==> src/atic_pkg.sv <==
package atic_pkg;
  // ==========================================================
  // register offsets
  localparam logic [7:0] ADDR_LOW_LIMIT_LO = 8'h84;
  localparam logic [7:0] ADDR_LOW_LIMIT_HI = 8'h85;
  localparam logic [7:0] ADDR_HIGH_LIMIT_LO = 8'h86;
  localparam logic [7:0] ADDR_HIGH_LIMIT_HI = 8'h87;
  localparam logic [7:0] ADDR_PERSISTENCE = 8'h8c;
  localparam logic [7:0] ADDR_WAIT_CONFIG = 8'h8d;
  localparam logic [7:0] ADDR_GAIN_MUX_CONFIG = 8'h90;
  localparam logic [7:0] ADDR_REVISION_CODE = 8'h91;
  localparam logic [7:0] ADDR_PART_CODE = 8'h92;
  localparam logic [7:0] ADDR_EVENT_FLAGS = 8'h93;
  // ==========================================================
  // field positions
  localparam int WAIT_LONG_BIT = 2;
  localparam int CH3_SOURCE_BIT = 3;
  localparam int SAT_FLAG_BIT = 7;
  localparam int INT_FLAG_BIT = 4;
  // ==========================================================
  // reset values
  localparam logic [7:0] RST_BYTE = 8'h00;
  localparam logic [7:0] RST_WAIT_CONFIG = 8'h80;
  localparam logic [15:0] RST_LIMIT = 16'h0000;
  // arbitrary identity values, no meaning
  localparam logic [4:0] REV_UPPER = 5'h00;
  localparam logic [2:0] REV_NUMBER = 3'h0;
  localparam logic [5:0] PART_NUMBER = 6'h2a;
  // ==========================================================
  // timing
  localparam logic [3:0] WAIT_LONG_FACTOR = 4'hc;
  localparam logic [5:0] INTERRUPT_PERSISTENCE_STEP = 6'h05;
  localparam logic [3:0] INTERRUPT_PERSISTENCE_LINEAR_MAX = 4'h3;
  // ==========================================================
  // gain selection
  typedef enum logic [1:0] {
    ATIC_GAIN_1X = 2'b00,
    ATIC_GAIN_4X = 2'b01,
    ATIC_GAIN_16X = 2'b10,
    ATIC_GAIN_64X = 2'b11
  } atic_gain_t;
endpackage

==> src/atic_limit_pair.sv <==
`timescale 1ns/10ps
// two-byte limit with shared low-byte latch
module atic_limit_pair (
  // clock and reset
  input wire logic clock,
  input wire logic sys_rst,
  // write strobes
  input wire logic wr_hi,
  input wire logic [7:0] staged_lo,
  input wire logic [7:0] wr_data,
  // limit
  output logic [15:0] limit
);
  // ==========================================================
  // whole value updates only on the high byte
  always_ff @(posedge clock) begin
    if (sys_rst) begin
      limit <= atic_pkg::RST_LIMIT;
    end else if (wr_hi) begin
      limit <= {wr_data, staged_lo};
    end
  end
endmodule

==> src/atic_persist.sv <==
`timescale 1ns/10ps
// persistence filter on channel-0 results
module atic_persist (
  // clock and reset
  input wire logic clock,
  input wire logic sys_rst,
  // configuration
  input wire logic [3:0] persistence_count_sel,
  input wire logic [15:0] low_limit,
  input wire logic [15:0] high_limit,
  // result strobe
  input wire logic ch0_valid,
  input wire logic [15:0] ch0_data,
  // event
  output logic fire
);
  logic out_of_window;
  logic [5:0] need;
  logic [5:0] run_reg;
  logic [5:0] run_next;
  // ==========================================================
  // required count
  always_comb begin
    out_of_window = (ch0_data > high_limit) || (ch0_data < low_limit);
    if (persistence_count_sel <= atic_pkg::INTERRUPT_PERSISTENCE_LINEAR_MAX) begin
      need = {2'b00, persistence_count_sel};
    end else begin
      need = 6'((persistence_count_sel - atic_pkg::INTERRUPT_PERSISTENCE_LINEAR_MAX) * atic_pkg::INTERRUPT_PERSISTENCE_STEP);
    end
    run_next = (run_reg == 6'h3f) ? run_reg : 6'(run_reg + 6'h01);
  end
  // ==========================================================
  // run counter
  always_ff @(posedge clock) begin
    if (sys_rst) begin
      run_reg <= 6'h00;
      fire <= 1'b0;
    end else begin
      fire <= 1'b0;
      if (ch0_valid) begin
        if (persistence_count_sel == 4'h0) begin
          fire <= 1'b1;
        end else if (out_of_window) begin
          run_reg <= run_next;
          fire <= (run_next >= need);
        end else begin
          run_reg <= 6'h00;
        end
      end
    end
  end
endmodule

==> src/atic_core.sv <==
// Operation
// - high limit low and high bytes form one sixteen-bit upper limit
// - result above upper limit with persistence met sets flag, drives pin if enabled
// - persistence zero interrupts at every integration end
// - persistence one interrupts on any single out-of-window result
// - persistence two and three need that many consecutive outliers
// - persistence four to fifteen need five times (value minus three) outliers
// - only channel-0 results feed the interrupt
// - wait-long bit stretches each wait cycle twelve times
// - configuration bit 3 picks channel-3 source, zero selects X
// - two-bit gain field picks 1x, 4x, 16x or 64x
// - saturation sets status bit 7, host write of one clears
// - status bit 4 shows interrupt, host write of one clears
// - result below lower limit with persistence met sets flag
// - low byte latched until high byte write applies both
// - multiplexer bit three routes second infrared result to channel 3
`timescale 1ns/10ps
module atic_core (
  // clock and reset
  input wire logic clock,
  input wire logic sys_rst,
  // register port
  input wire logic reg_wr,
  input wire logic reg_rd,
  input wire logic [7:0] reg_addr,
  input wire logic [7:0] reg_wdata,
  output logic [7:0] reg_rdata,
  // measurement side
  input wire logic int_enable,
  input wire logic ch0_valid,
  input wire logic [15:0] ch0_data,
  input wire logic saturation_in,
  input wire logic [15:0] x_data,
  input wire logic [15:0] ir2_data,
  input wire logic [7:0] wait_duration,
  // derived controls
  output logic [11:0] wait_cycles,
  output logic [15:0] ch3_data,
  output logic [1:0] gain_sel,
  output logic [6:0] gain_factor,
  // interrupt pin, open drain
  output logic int_n_out,
  output logic int_n_oe
);
  logic [7:0] staged_lo_reg;
  logic [7:0] persistence_reg;
  logic [7:0] wait_config_reg;
  logic [7:0] gain_mux_config_reg;
  logic saturation_flag_reg;
  logic int_flag_reg;
  logic sat_meta_reg;
  logic sat_sync_reg;
  logic [15:0] low_limit;
  logic [15:0] high_limit;
  logic fire;
  logic wr_low_hi;
  logic wr_high_hi;
  logic clr_sat;
  logic clr_int;
  logic [7:0] rd_next;

  assign wr_low_hi = reg_wr && (reg_addr == atic_pkg::ADDR_LOW_LIMIT_HI);
  assign wr_high_hi = reg_wr && (reg_addr == atic_pkg::ADDR_HIGH_LIMIT_HI);
  assign clr_sat = reg_wr && (reg_addr == atic_pkg::ADDR_EVENT_FLAGS)
    && reg_wdata[atic_pkg::SAT_FLAG_BIT];
  assign clr_int = reg_wr && (reg_addr == atic_pkg::ADDR_EVENT_FLAGS)
    && reg_wdata[atic_pkg::INT_FLAG_BIT];

  // ==========================================================
  // limits
  atic_limit_pair u_low (
    .clock(clock),
    .sys_rst(sys_rst),
    .wr_hi(wr_low_hi),
    .staged_lo(staged_lo_reg),
    .wr_data(reg_wdata),
    .limit(low_limit)
  );

  atic_limit_pair u_high (
    .clock(clock),
    .sys_rst(sys_rst),
    .wr_hi(wr_high_hi),
    .staged_lo(staged_lo_reg),
    .wr_data(reg_wdata),
    .limit(high_limit)
  );

  // ==========================================================
  // persistence filter, channel 0 only
  atic_persist u_persist (
    .clock(clock),
    .sys_rst(sys_rst),
    .persistence_count_sel(persistence_reg[3:0]),
    .low_limit(low_limit),
    .high_limit(high_limit),
    .ch0_valid(ch0_valid),
    .ch0_data(ch0_data),
    .fire(fire)
  );

  // ==========================================================
  // configuration registers
  always_ff @(posedge clock) begin
    if (sys_rst) begin
      staged_lo_reg <= atic_pkg::RST_BYTE;
      persistence_reg <= atic_pkg::RST_BYTE;
      wait_config_reg <= atic_pkg::RST_WAIT_CONFIG;
      gain_mux_config_reg <= atic_pkg::RST_BYTE;
    end else if (reg_wr) begin
      case (reg_addr)
        atic_pkg::ADDR_LOW_LIMIT_LO, atic_pkg::ADDR_HIGH_LIMIT_LO: begin
          staged_lo_reg <= reg_wdata;
        end
        atic_pkg::ADDR_PERSISTENCE: begin
          persistence_reg <= reg_wdata;
        end
        atic_pkg::ADDR_WAIT_CONFIG: begin
          wait_config_reg <= reg_wdata;
        end
        atic_pkg::ADDR_GAIN_MUX_CONFIG: begin
          gain_mux_config_reg <= reg_wdata;
        end
        default: begin
        end
      endcase
    end
  end

  // ==========================================================
  // saturation input synchroniser
  always_ff @(posedge clock) begin
    if (sys_rst) begin
      sat_meta_reg <= 1'b0;
      sat_sync_reg <= 1'b0;
    end else begin
      sat_meta_reg <= saturation_in;
      sat_sync_reg <= sat_meta_reg;
    end
  end

  // ==========================================================
  // status flags, set wins over clear
  always_ff @(posedge clock) begin
    if (sys_rst) begin
      saturation_flag_reg <= 1'b0;
      int_flag_reg <= 1'b0;
    end else begin
      if (sat_sync_reg) begin
        saturation_flag_reg <= 1'b1;
      end else if (clr_sat) begin
        saturation_flag_reg <= 1'b0;
      end
      if (fire) begin
        int_flag_reg <= 1'b1;
      end else if (clr_int) begin
        int_flag_reg <= 1'b0;
      end
    end
  end

  // ==========================================================
  // interrupt pin
  always_ff @(posedge clock) begin
    if (sys_rst) begin
      int_n_out <= 1'b0;
      int_n_oe <= 1'b0;
    end else begin
      // open drain: data stays low, only the enable moves
      int_n_out <= 1'b0;
      int_n_oe <= int_flag_reg && int_enable;
    end
  end

  // ==========================================================
  // derived controls
  always_ff @(posedge clock) begin
    if (sys_rst) begin
      wait_cycles <= 12'h001;
      ch3_data <= 16'h0000;
      gain_sel <= 2'b00;
      gain_factor <= 7'h01;
    end else begin
      if (wait_config_reg[atic_pkg::WAIT_LONG_BIT]) begin
        wait_cycles <= 12'(({4'h0, wait_duration} + 12'h001) * atic_pkg::WAIT_LONG_FACTOR);
      end else begin
        wait_cycles <= {4'h0, wait_duration} + 12'h001;
      end
      ch3_data <= gain_mux_config_reg[atic_pkg::CH3_SOURCE_BIT] ? ir2_data : x_data;
      gain_sel <= gain_mux_config_reg[1:0];
      case (atic_pkg::atic_gain_t'(gain_mux_config_reg[1:0]))
        atic_pkg::ATIC_GAIN_1X: gain_factor <= 7'h01;
        atic_pkg::ATIC_GAIN_4X: gain_factor <= 7'h04;
        atic_pkg::ATIC_GAIN_16X: gain_factor <= 7'h10;
        atic_pkg::ATIC_GAIN_64X: gain_factor <= 7'h40;
        default: gain_factor <= 7'h01;
      endcase
    end
  end

  // ==========================================================
  // read data
  always_comb begin
    case (reg_addr)
      atic_pkg::ADDR_LOW_LIMIT_LO: rd_next = low_limit[7:0];
      atic_pkg::ADDR_LOW_LIMIT_HI: rd_next = low_limit[15:8];
      atic_pkg::ADDR_HIGH_LIMIT_LO: rd_next = high_limit[7:0];
      atic_pkg::ADDR_HIGH_LIMIT_HI: rd_next = high_limit[15:8];
      atic_pkg::ADDR_PERSISTENCE: rd_next = persistence_reg;
      atic_pkg::ADDR_WAIT_CONFIG: rd_next = wait_config_reg;
      atic_pkg::ADDR_GAIN_MUX_CONFIG: rd_next = gain_mux_config_reg;
      atic_pkg::ADDR_REVISION_CODE: rd_next = {atic_pkg::REV_UPPER, atic_pkg::REV_NUMBER};
      atic_pkg::ADDR_PART_CODE: rd_next = {atic_pkg::PART_NUMBER, 2'b00};
      atic_pkg::ADDR_EVENT_FLAGS: rd_next = {saturation_flag_reg, 2'b00, int_flag_reg, 4'h0};
      default: rd_next = 8'h00;
    endcase
  end

  always_ff @(posedge clock) begin
    if (sys_rst) begin
      reg_rdata <= 8'h00;
    end else if (reg_rd) begin
      reg_rdata <= rd_next;
    end
  end
endmodule

==> config.mk <==
export PLATFORM = sky130hd
export DESIGN_NAME = atic_core
export DESIGN_NICKNAME = d
export VERILOG_FILES = /design/src/atic_pkg.sv /design/src/atic_limit_pair.sv /design/src/atic_persist.sv /design/src/atic_core.sv
export SDC_FILE = /design/constraint.sdc
export NUM_CORES = 1
export LEC_CHECK = 0
export BUFFER_PORTS_ARGS = -buffer_cell sky130_fd_sc_hd__buf_2
export CORE_MARGIN = 2
export CORE_UTILIZATION = 40
export DETAILED_ROUTE_END_ITERATION = 10
export SYNTH_ARGS = -nofsm -noshare
export SYNTH_HDL_FRONTEND = slang
export SYNTH_SLANG_ARGS = --single-unit
==> constraint.sdc <==
create_clock -name clock -period 6.1 [get_ports clock]
set_clock_uncertainty 0.05 [all_clocks]
set_input_delay 0.305 -clock clock [delete_from_list [all_inputs] [get_ports clock]]
set_output_delay 0.305 -clock clock [all_outputs]
set_load 0.1 [all_outputs]
After elaboration in Yosys (flattened, before gate mapping)
Cells that the tools add are included.
{"block": "word_totals", "ff_bits": 121, "out_inout_bits": 47, "wordCells": 75}
{"block": "classes", "add_sub_neg": 3, "mul": 2, "magnitude_cmp": 4, "n_eq_ne": 13, "muxes": 13, "bitwise": 2, "n_reduce_logical": 19}
{"cell": "8-bit equality test (second input constant)", "n": 9}
{"cell": "8-bit one-hot mux with 9 select lines", "n": 1}
{"cell": "7-bit one-hot mux with 4 select lines", "n": 1}
{"cell": "6-bit 2-to-1 mux", "n": 3}
{"cell": "16-bit greater-than comparator", "n": 1}
{"cell": "16-bit < comparator", "n": 1}
{"cell": "16-bit 2-to-1 mux", "n": 1}
{"cell": "12-bit by 2-bit multiplier with 10-bit output (second input constant)", "n": 1}
{"cell": "12-bit 2-to-1 mux", "n": 1}
{"cell": "2-bit AND reduction", "n": 5}
{"cell": "8-bit by 1-bit adder with 9-bit output (second input constant)", "n": 1}
{"cell": "6-bit by 1-bit adder with 6-bit output (second input constant)", "n": 1}
{"cell": "6-bit equality test (second input constant)", "n": 1}
{"cell": "6-bit >= comparator", "n": 1}
{"cell": "1-bit logical AND", "n": 6}
{"cell": "6-bit by 3-bit multiplier with 6-bit output (second input constant)", "n": 1}
{"cell": "1-bit 2-to-1 mux", "n": 6}
{"cell": "2-bit OR reduction", "n": 3}
{"cell": "4-bit by 2-bit subtractor with 5-bit output (second input constant)", "n": 1}
{"cell": "2-bit equality test (second input constant)", "n": 2}
{"cell": "4-bit by 2-bit less-or-equal comparator with 1-bit output (second input constant)", "n": 1}
{"cell": "4-bit zero test", "n": 1}
{"cell": "2-bit nonzero test", "n": 2}
{"cell": "2-bit by 1-bit equality test with 1-bit output (second input constant)", "n": 1}
{"cell": "other kinds (3)", "n": 4}

Logic depth before layout (Yosys ltp)
{"block": "logic_depth", "ltp_word": 6, "mapped_depth": 12}

Hierarchy
From an unflattened synthesis, not the netlist that was laid out.
{"block": "hier_totals", "hier_cells": 774, "hier_area_um2": 6766.5}
{"module": "atic_core", "instances": 1, "cells_per_inst": 473, "area_each_um2": 4092.7, "seq_area_each_um2": 1581.5}
{"module": "atic_persist", "instances": 1, "cells_per_inst": 197, "area_each_um2": 1512.7, "seq_area_each_um2": 140.1}
{"module": "atic_limit_pair", "instances": 2, "cells_per_inst": 52, "area_each_um2": 580.6, "seq_area_each_um2": 320.3}

Least setup slack after synthesis
Ideal clock, no wire load.
{"block": "synth_path", "kind": "register to register", "startpoint": "register persistence_reg[2]", "endpoint": "register u_persist.fire", "setup_time_ps": 95, "t_arrival_ps": 2731, "required_ps": 5955, "setup_slack_ps": 3223, "path_stages_with_launch": 13, "n_path_buf": 1, "period_less_slack_ps": 2877, "path_cell_list": "dfxtp_1 > clkbuf_1 > nand2b_1 > xnor2_1 > ha_1 > ha_1 > fa_1 > xor2_1 > mux2i_1 > a22oi_1 > ha_1 > o21ai_0 > a221oi_1"}
{"block": "synth_between", "elab_chain_len": 6}
{"element": "from (decl)", "line": "atic_core.sv:46", "rtl": "logic [7:0] persistence_reg;"}
{"element": "from (signal assigned)", "line": "atic_core.sv:107", "rtl": "persistence_reg <= atic_pkg::RST_BYTE;"}
{"element": "from (signal assigned)", "line": "atic_core.sv:116", "rtl": "persistence_reg <= reg_wdata;"}
{"element": "4-bit by 2-bit subtractor with 5-bit output", "line": "atic_persist.sv:28", "rtl": "need = 6'((persistence_count_sel - atic_pkg::INTERRUPT_PERSISTENCE_LINEAR_MAX) * atic_pkg::INTERRUPT_PERSISTEN ..."}
{"element": "6-bit by 3-bit multiplier with 6-bit output", "line": "atic_persist.sv:28"}
{"element": "6-bit 2-to-1 mux", "line": "atic_persist.sv:25", "rtl": "if (persistence_count_sel <= atic_pkg::INTERRUPT_PERSISTENCE_LINEAR_MAX) begin"}
{"element": "6-bit >= comparator", "line": "atic_persist.sv:45", "rtl": "fire <= (run_next >= need);"}
{"element": "1-bit 2-to-1 mux", "line": "atic_persist.sv:43", "rtl": "end else if (out_of_window) begin"}
{"element": "1-bit 2-to-1 mux (*)", "line": "atic_persist.sv:41", "rtl": "if (persistence_count_sel == 4'h0) begin"}
{"element": "to (signal assigned)", "line": "atic_persist.sv:45"}
{"element": "to (decl)", "line": "atic_persist.sv:15", "rtl": "output logic fire"}
Mark *: on every way between the ends. The rest lies on a longest branch, timed or not.
A chain may end at the register's enable or synchronous reset.

Worst setup path after layout
{"block": "layout_path", "startpoint": "register persistence_reg[0]", "endpoint": "register u_persist.fire"}
Same word-level chain as after synthesis.

==> results.sh <==
export IMPL_finalMaxSlewViolations=0
export IMPL_via_count=5319
export IMPL_ys_async_sr_fraction_pct=0
export IMPL_firstDrtPassIters=4
export IMPL_num_io_pins=126
export IMPL_end_kind="flip-flop"
export IMPL_fmax_mhz=326
export IMPL_gp_congestion=0.829
export IMPL_netSwitchingFraction_pct=25.6
export IMPL_viasPerCell=5.08
export IMPL_syn_to_final_growth_pct=20.5
export IMPL_clkPwrFrac_pct=49.3
export IMPL_hold_path_class="in2reg"
export IMPL_synth_cells=721
export IMPL_ctsHoldBuffers=0
export IMPL_ys_flop_type="dfxtp_1"
export IMPL_cts_resized=0
export IMPL_r2r_end="u_persist.fire"
export IMPL_antenna_cells=0
export IMPL_cts_sinks=118
export IMPL_min_path_cells=2
export IMPL_status="finished, final reports clean"
export IMPL_grt_max_degree=104
export IMPL_coreArea_um2=15300
export IMPL_rr_startpoint="persistence_reg[0]"
export IMPL_portBuffers=121
export IMPL_cp_arrival_ns=3.33
export IMPL_num_rows=45
export IMPL_path_class="reg2reg"
export IMPL_drv_cap=0
export IMPL_ys_warn_count=0
export IMPL_fp_dieW_um=130
export IMPL_stdcell_count=1047
export IMPL_min_period_over_period_pct=50.3
export IMPL_ys_ff_latch=118
export IMPL_crit_required_ns=6.37
export IMPL_die_h_um=130
export IMPL_cts_buffers_inserted=17
export IMPL_multi_input_area_um2=3620
export IMPL_finalWirelength_mm=15.8
export IMPL_holdPathEnd="sat_meta_reg"
export IMPL_grt_pass1_wl_mm=24.5
export IMPL_cts_root_buf="clkbuf_16"
export IMPL_p_sw_uw=517
export IMPL_clkTransAtPathRegs_ns=0.05
export IMPL_dp_cells=1017
export IMPL_antenna_found_initial=0
export IMPL_whs_ns=0.0579
export IMPL_power_frac_seq_pct=39.0
export IMPL_largestRegisters="ch3_data (16), u_high.limit (16), u_low.limit (16)"
export IMPL_synth_cell_types=61
export IMPL_critPathMaxFanout=6
export IMPL_grt_pass1_vias=4904
export IMPL_start_util_pct=41.2
export IMPL_cts_htree_levels=4
export IMPL_cellPowerDensity_nw_per_um2=265
export IMPL_drt_initial_drc_count=274
export IMPL_dpl_hpwl_mm=11.6
export IMPL_dieArea_um2=16800
export IMPL_n_fill_cell=1512
export IMPL_cts_tree="built"
export IMPL_peakVddDrop_uv=243
export IMPL_combinationalPowerShare_pct=11.7
export IMPL_synthesis_area_um2=6310
export IMPL_period_minus_slack_ns=3.07
export IMPL_synth_area_per_cell_um2=8.75
export IMPL_worst_r2r_setup_slack_ns=3.03
export IMPL_min_from="saturation_in"
export IMPL_drtAntennaViolNets=0
export IMPL_yosysSeqAreaShare_pct=37.5
export IMPL_grt_setup_unrepaired="no"
export IMPL_drive_above_1_share_pct=21.5
export IMPL_clock_latency_ns=0.41
export IMPL_grt_overflow=0
export IMPL_synth_edff_count=0
export IMPL_avgRoutedWirePerCell_um=15.0
export IMPL_drc=0
export IMPL_max_slew_worst_pin_slew_ns=1.23
export IMPL_fin_nets=958
export IMPL_clk_path_buf_depth=2
export IMPL_postCtsSetupBuffers=0
export IMPL_power_internal_uw=1500
export IMPL_leakagePower_uw=0.00315
export IMPL_hold_violations=0
export IMPL_reg2reg_depth=11
export IMPL_track_usage_pct=18.9
export IMPL_start_kind="flip-flop"
export IMPL_seqCellArea_um2=2360
export IMPL_tns_ns=0
export IMPL_relSlewSlack_pct=18.1
export IMPL_setup_violations=0
## metal layers
layer | GRT usage (%) | wire, um
met1 | 24.1 | 7120
met3 | 4.71 | 821
met2 | 31.5 | 7600
met5 | 0 | 0
met4 | 6.14 | 209
## cell usage after synthesis, types with 3 or more instances
master      n  area (um^2)
a221oi_1    4         35.0
or3b_1      7         61.3
o211ai_1    4         30.0
nand2_1    90          338
nand3_1    13         65.1
a22oi_1     7         52.6
o21ai_0    14         70.1
mux4_2      4         90.1
a211oi_1    6         45.0
clkbuf_1   22         82.6
xnor2_1    13          114
nand2b_1    7         43.8
nand2_2    11         68.8
nor3_1      5         25.0
a21oi_1    63          315
buf_4       5         37.5
a21o_1      8         60.1
a32oi_1     4         35.0
xor2_1      8         70.1
nand4_1     4         25.0
ha_1       53          663
and3_1      5         31.3
buf_2       7         35.0
a211o_1     3         26.3
inv_1      38          143
buf_1       4         15.0
nor2_1     76          285
mux2i_1    56          561
a31oi_1     3         18.8
dfxtp_1   118         2360
nor2b_1    15         93.8
o21ai_1     7         35.0
and2_1      4         25.0
## placed cells by master, fill, tap and decap left out, types with 5 or more instances in the layout
master / count
a211oi_1: 6
a21o_1: 8
a21oi_1: 63
a22oi_1: 7
and3_1: 5
buf_2: 120
clkbuf_16: 17
clkbuf_8: 5
dfxtp_1: 118
ha_1: 53
inv_1: 38
mux2i_1: 56
nand2_1: 90
nand2_2: 11
nand2b_1: 7
nand3_1: 13
nor2_1: 76
nor2b_1: 15
nor3_1: 5
o21ai_0: 14
o21ai_1: 7
or3b_1: 7
xnor2_1: 13
xor2_1: 8
## power by group through the flow
stage	Sequential, uW	Clock [uW]	Combinational, uW
after floorplan	871	0	106
after global placement	803	0	237
after detailed placement	803	0	238
after CTS	786	1010	239
after global routing	787	1050	257
final	786	993	237
## how the worst max path moves through the flow
stage / from / slack [ns] / cells after the start / endpoint
final: persistence_reg[0] / 3.03 / 11 / u_persist.fire
after global routing: persistence_reg[0] / 2.84 / 11 / u_persist.fire
after CTS: persistence_reg[0] / 3.01 / 11 / u_persist.fire
after detailed placement: persistence_reg[0] / 3.03 / 11 / u_persist.fire
after global placement: persistence_reg[0] / 3.15 / 11 / u_persist.fire
after floorplan: persistence_reg[2] / 3.22 / 12 / u_persist.fire
## critical path, cell delays in order (launching register included)
cell,delay [ns]
dfxtp_1,0.44
inv_1,0.11
ha_1,0.33
ha_1,0.29
ha_1,0.21
fa_1,0.37
xor2_1,0.26
mux2i_1,0.22
a22oi_1,0.11
ha_1,0.29
o21ai_0,0.07
a221oi_1,0.23
## cell type report
type / count / share of cell area [%]
well taps: 211 / 3.47
inverters: 39 / 1.93
repair buffers: 122 / 8.10
multi-input cells: 527 / 47.6
clock buffers: 22 / 6.51
clock inverters: 8 / 1.28
flip-flops and latches: 118 / 31.1
## logic make-up (layout without fill, tap and decap cells)
family / count (synthesis) / in the layout / share of synthesized area, %
other: 1 / 4 / 0.0595
multiplexers: 61 / 61 / 10.5
flip-flops: 118 / 118 / 37.5
adder cells (fa/ha/maj): 54 / 54 / 10.8
AO/OA/AOI/OAI: 133 / 133 / 12.8
buffers and inverters: 79 / 191 / 5.38
AND/OR/NAND/NOR: 254 / 254 / 20.1
XOR/XNOR: 21 / 21 / 2.92
## through the flow
stage	power [uW]	instance area, um^2	worst slack, ns	util [%]
4_1_cts	2040	7600	3.01	49.6
3_3_place_gp	1040	7010	3.15	45.7
2_1_floorplan	976	6320	3.22	-
6_report	2020	7600	3.03	49.6
3_5_place_dp	1040	7010	3.03	45.7
5_1_grt	2100	7600	2.84	49.6
(Power assumes the default switching activity.)
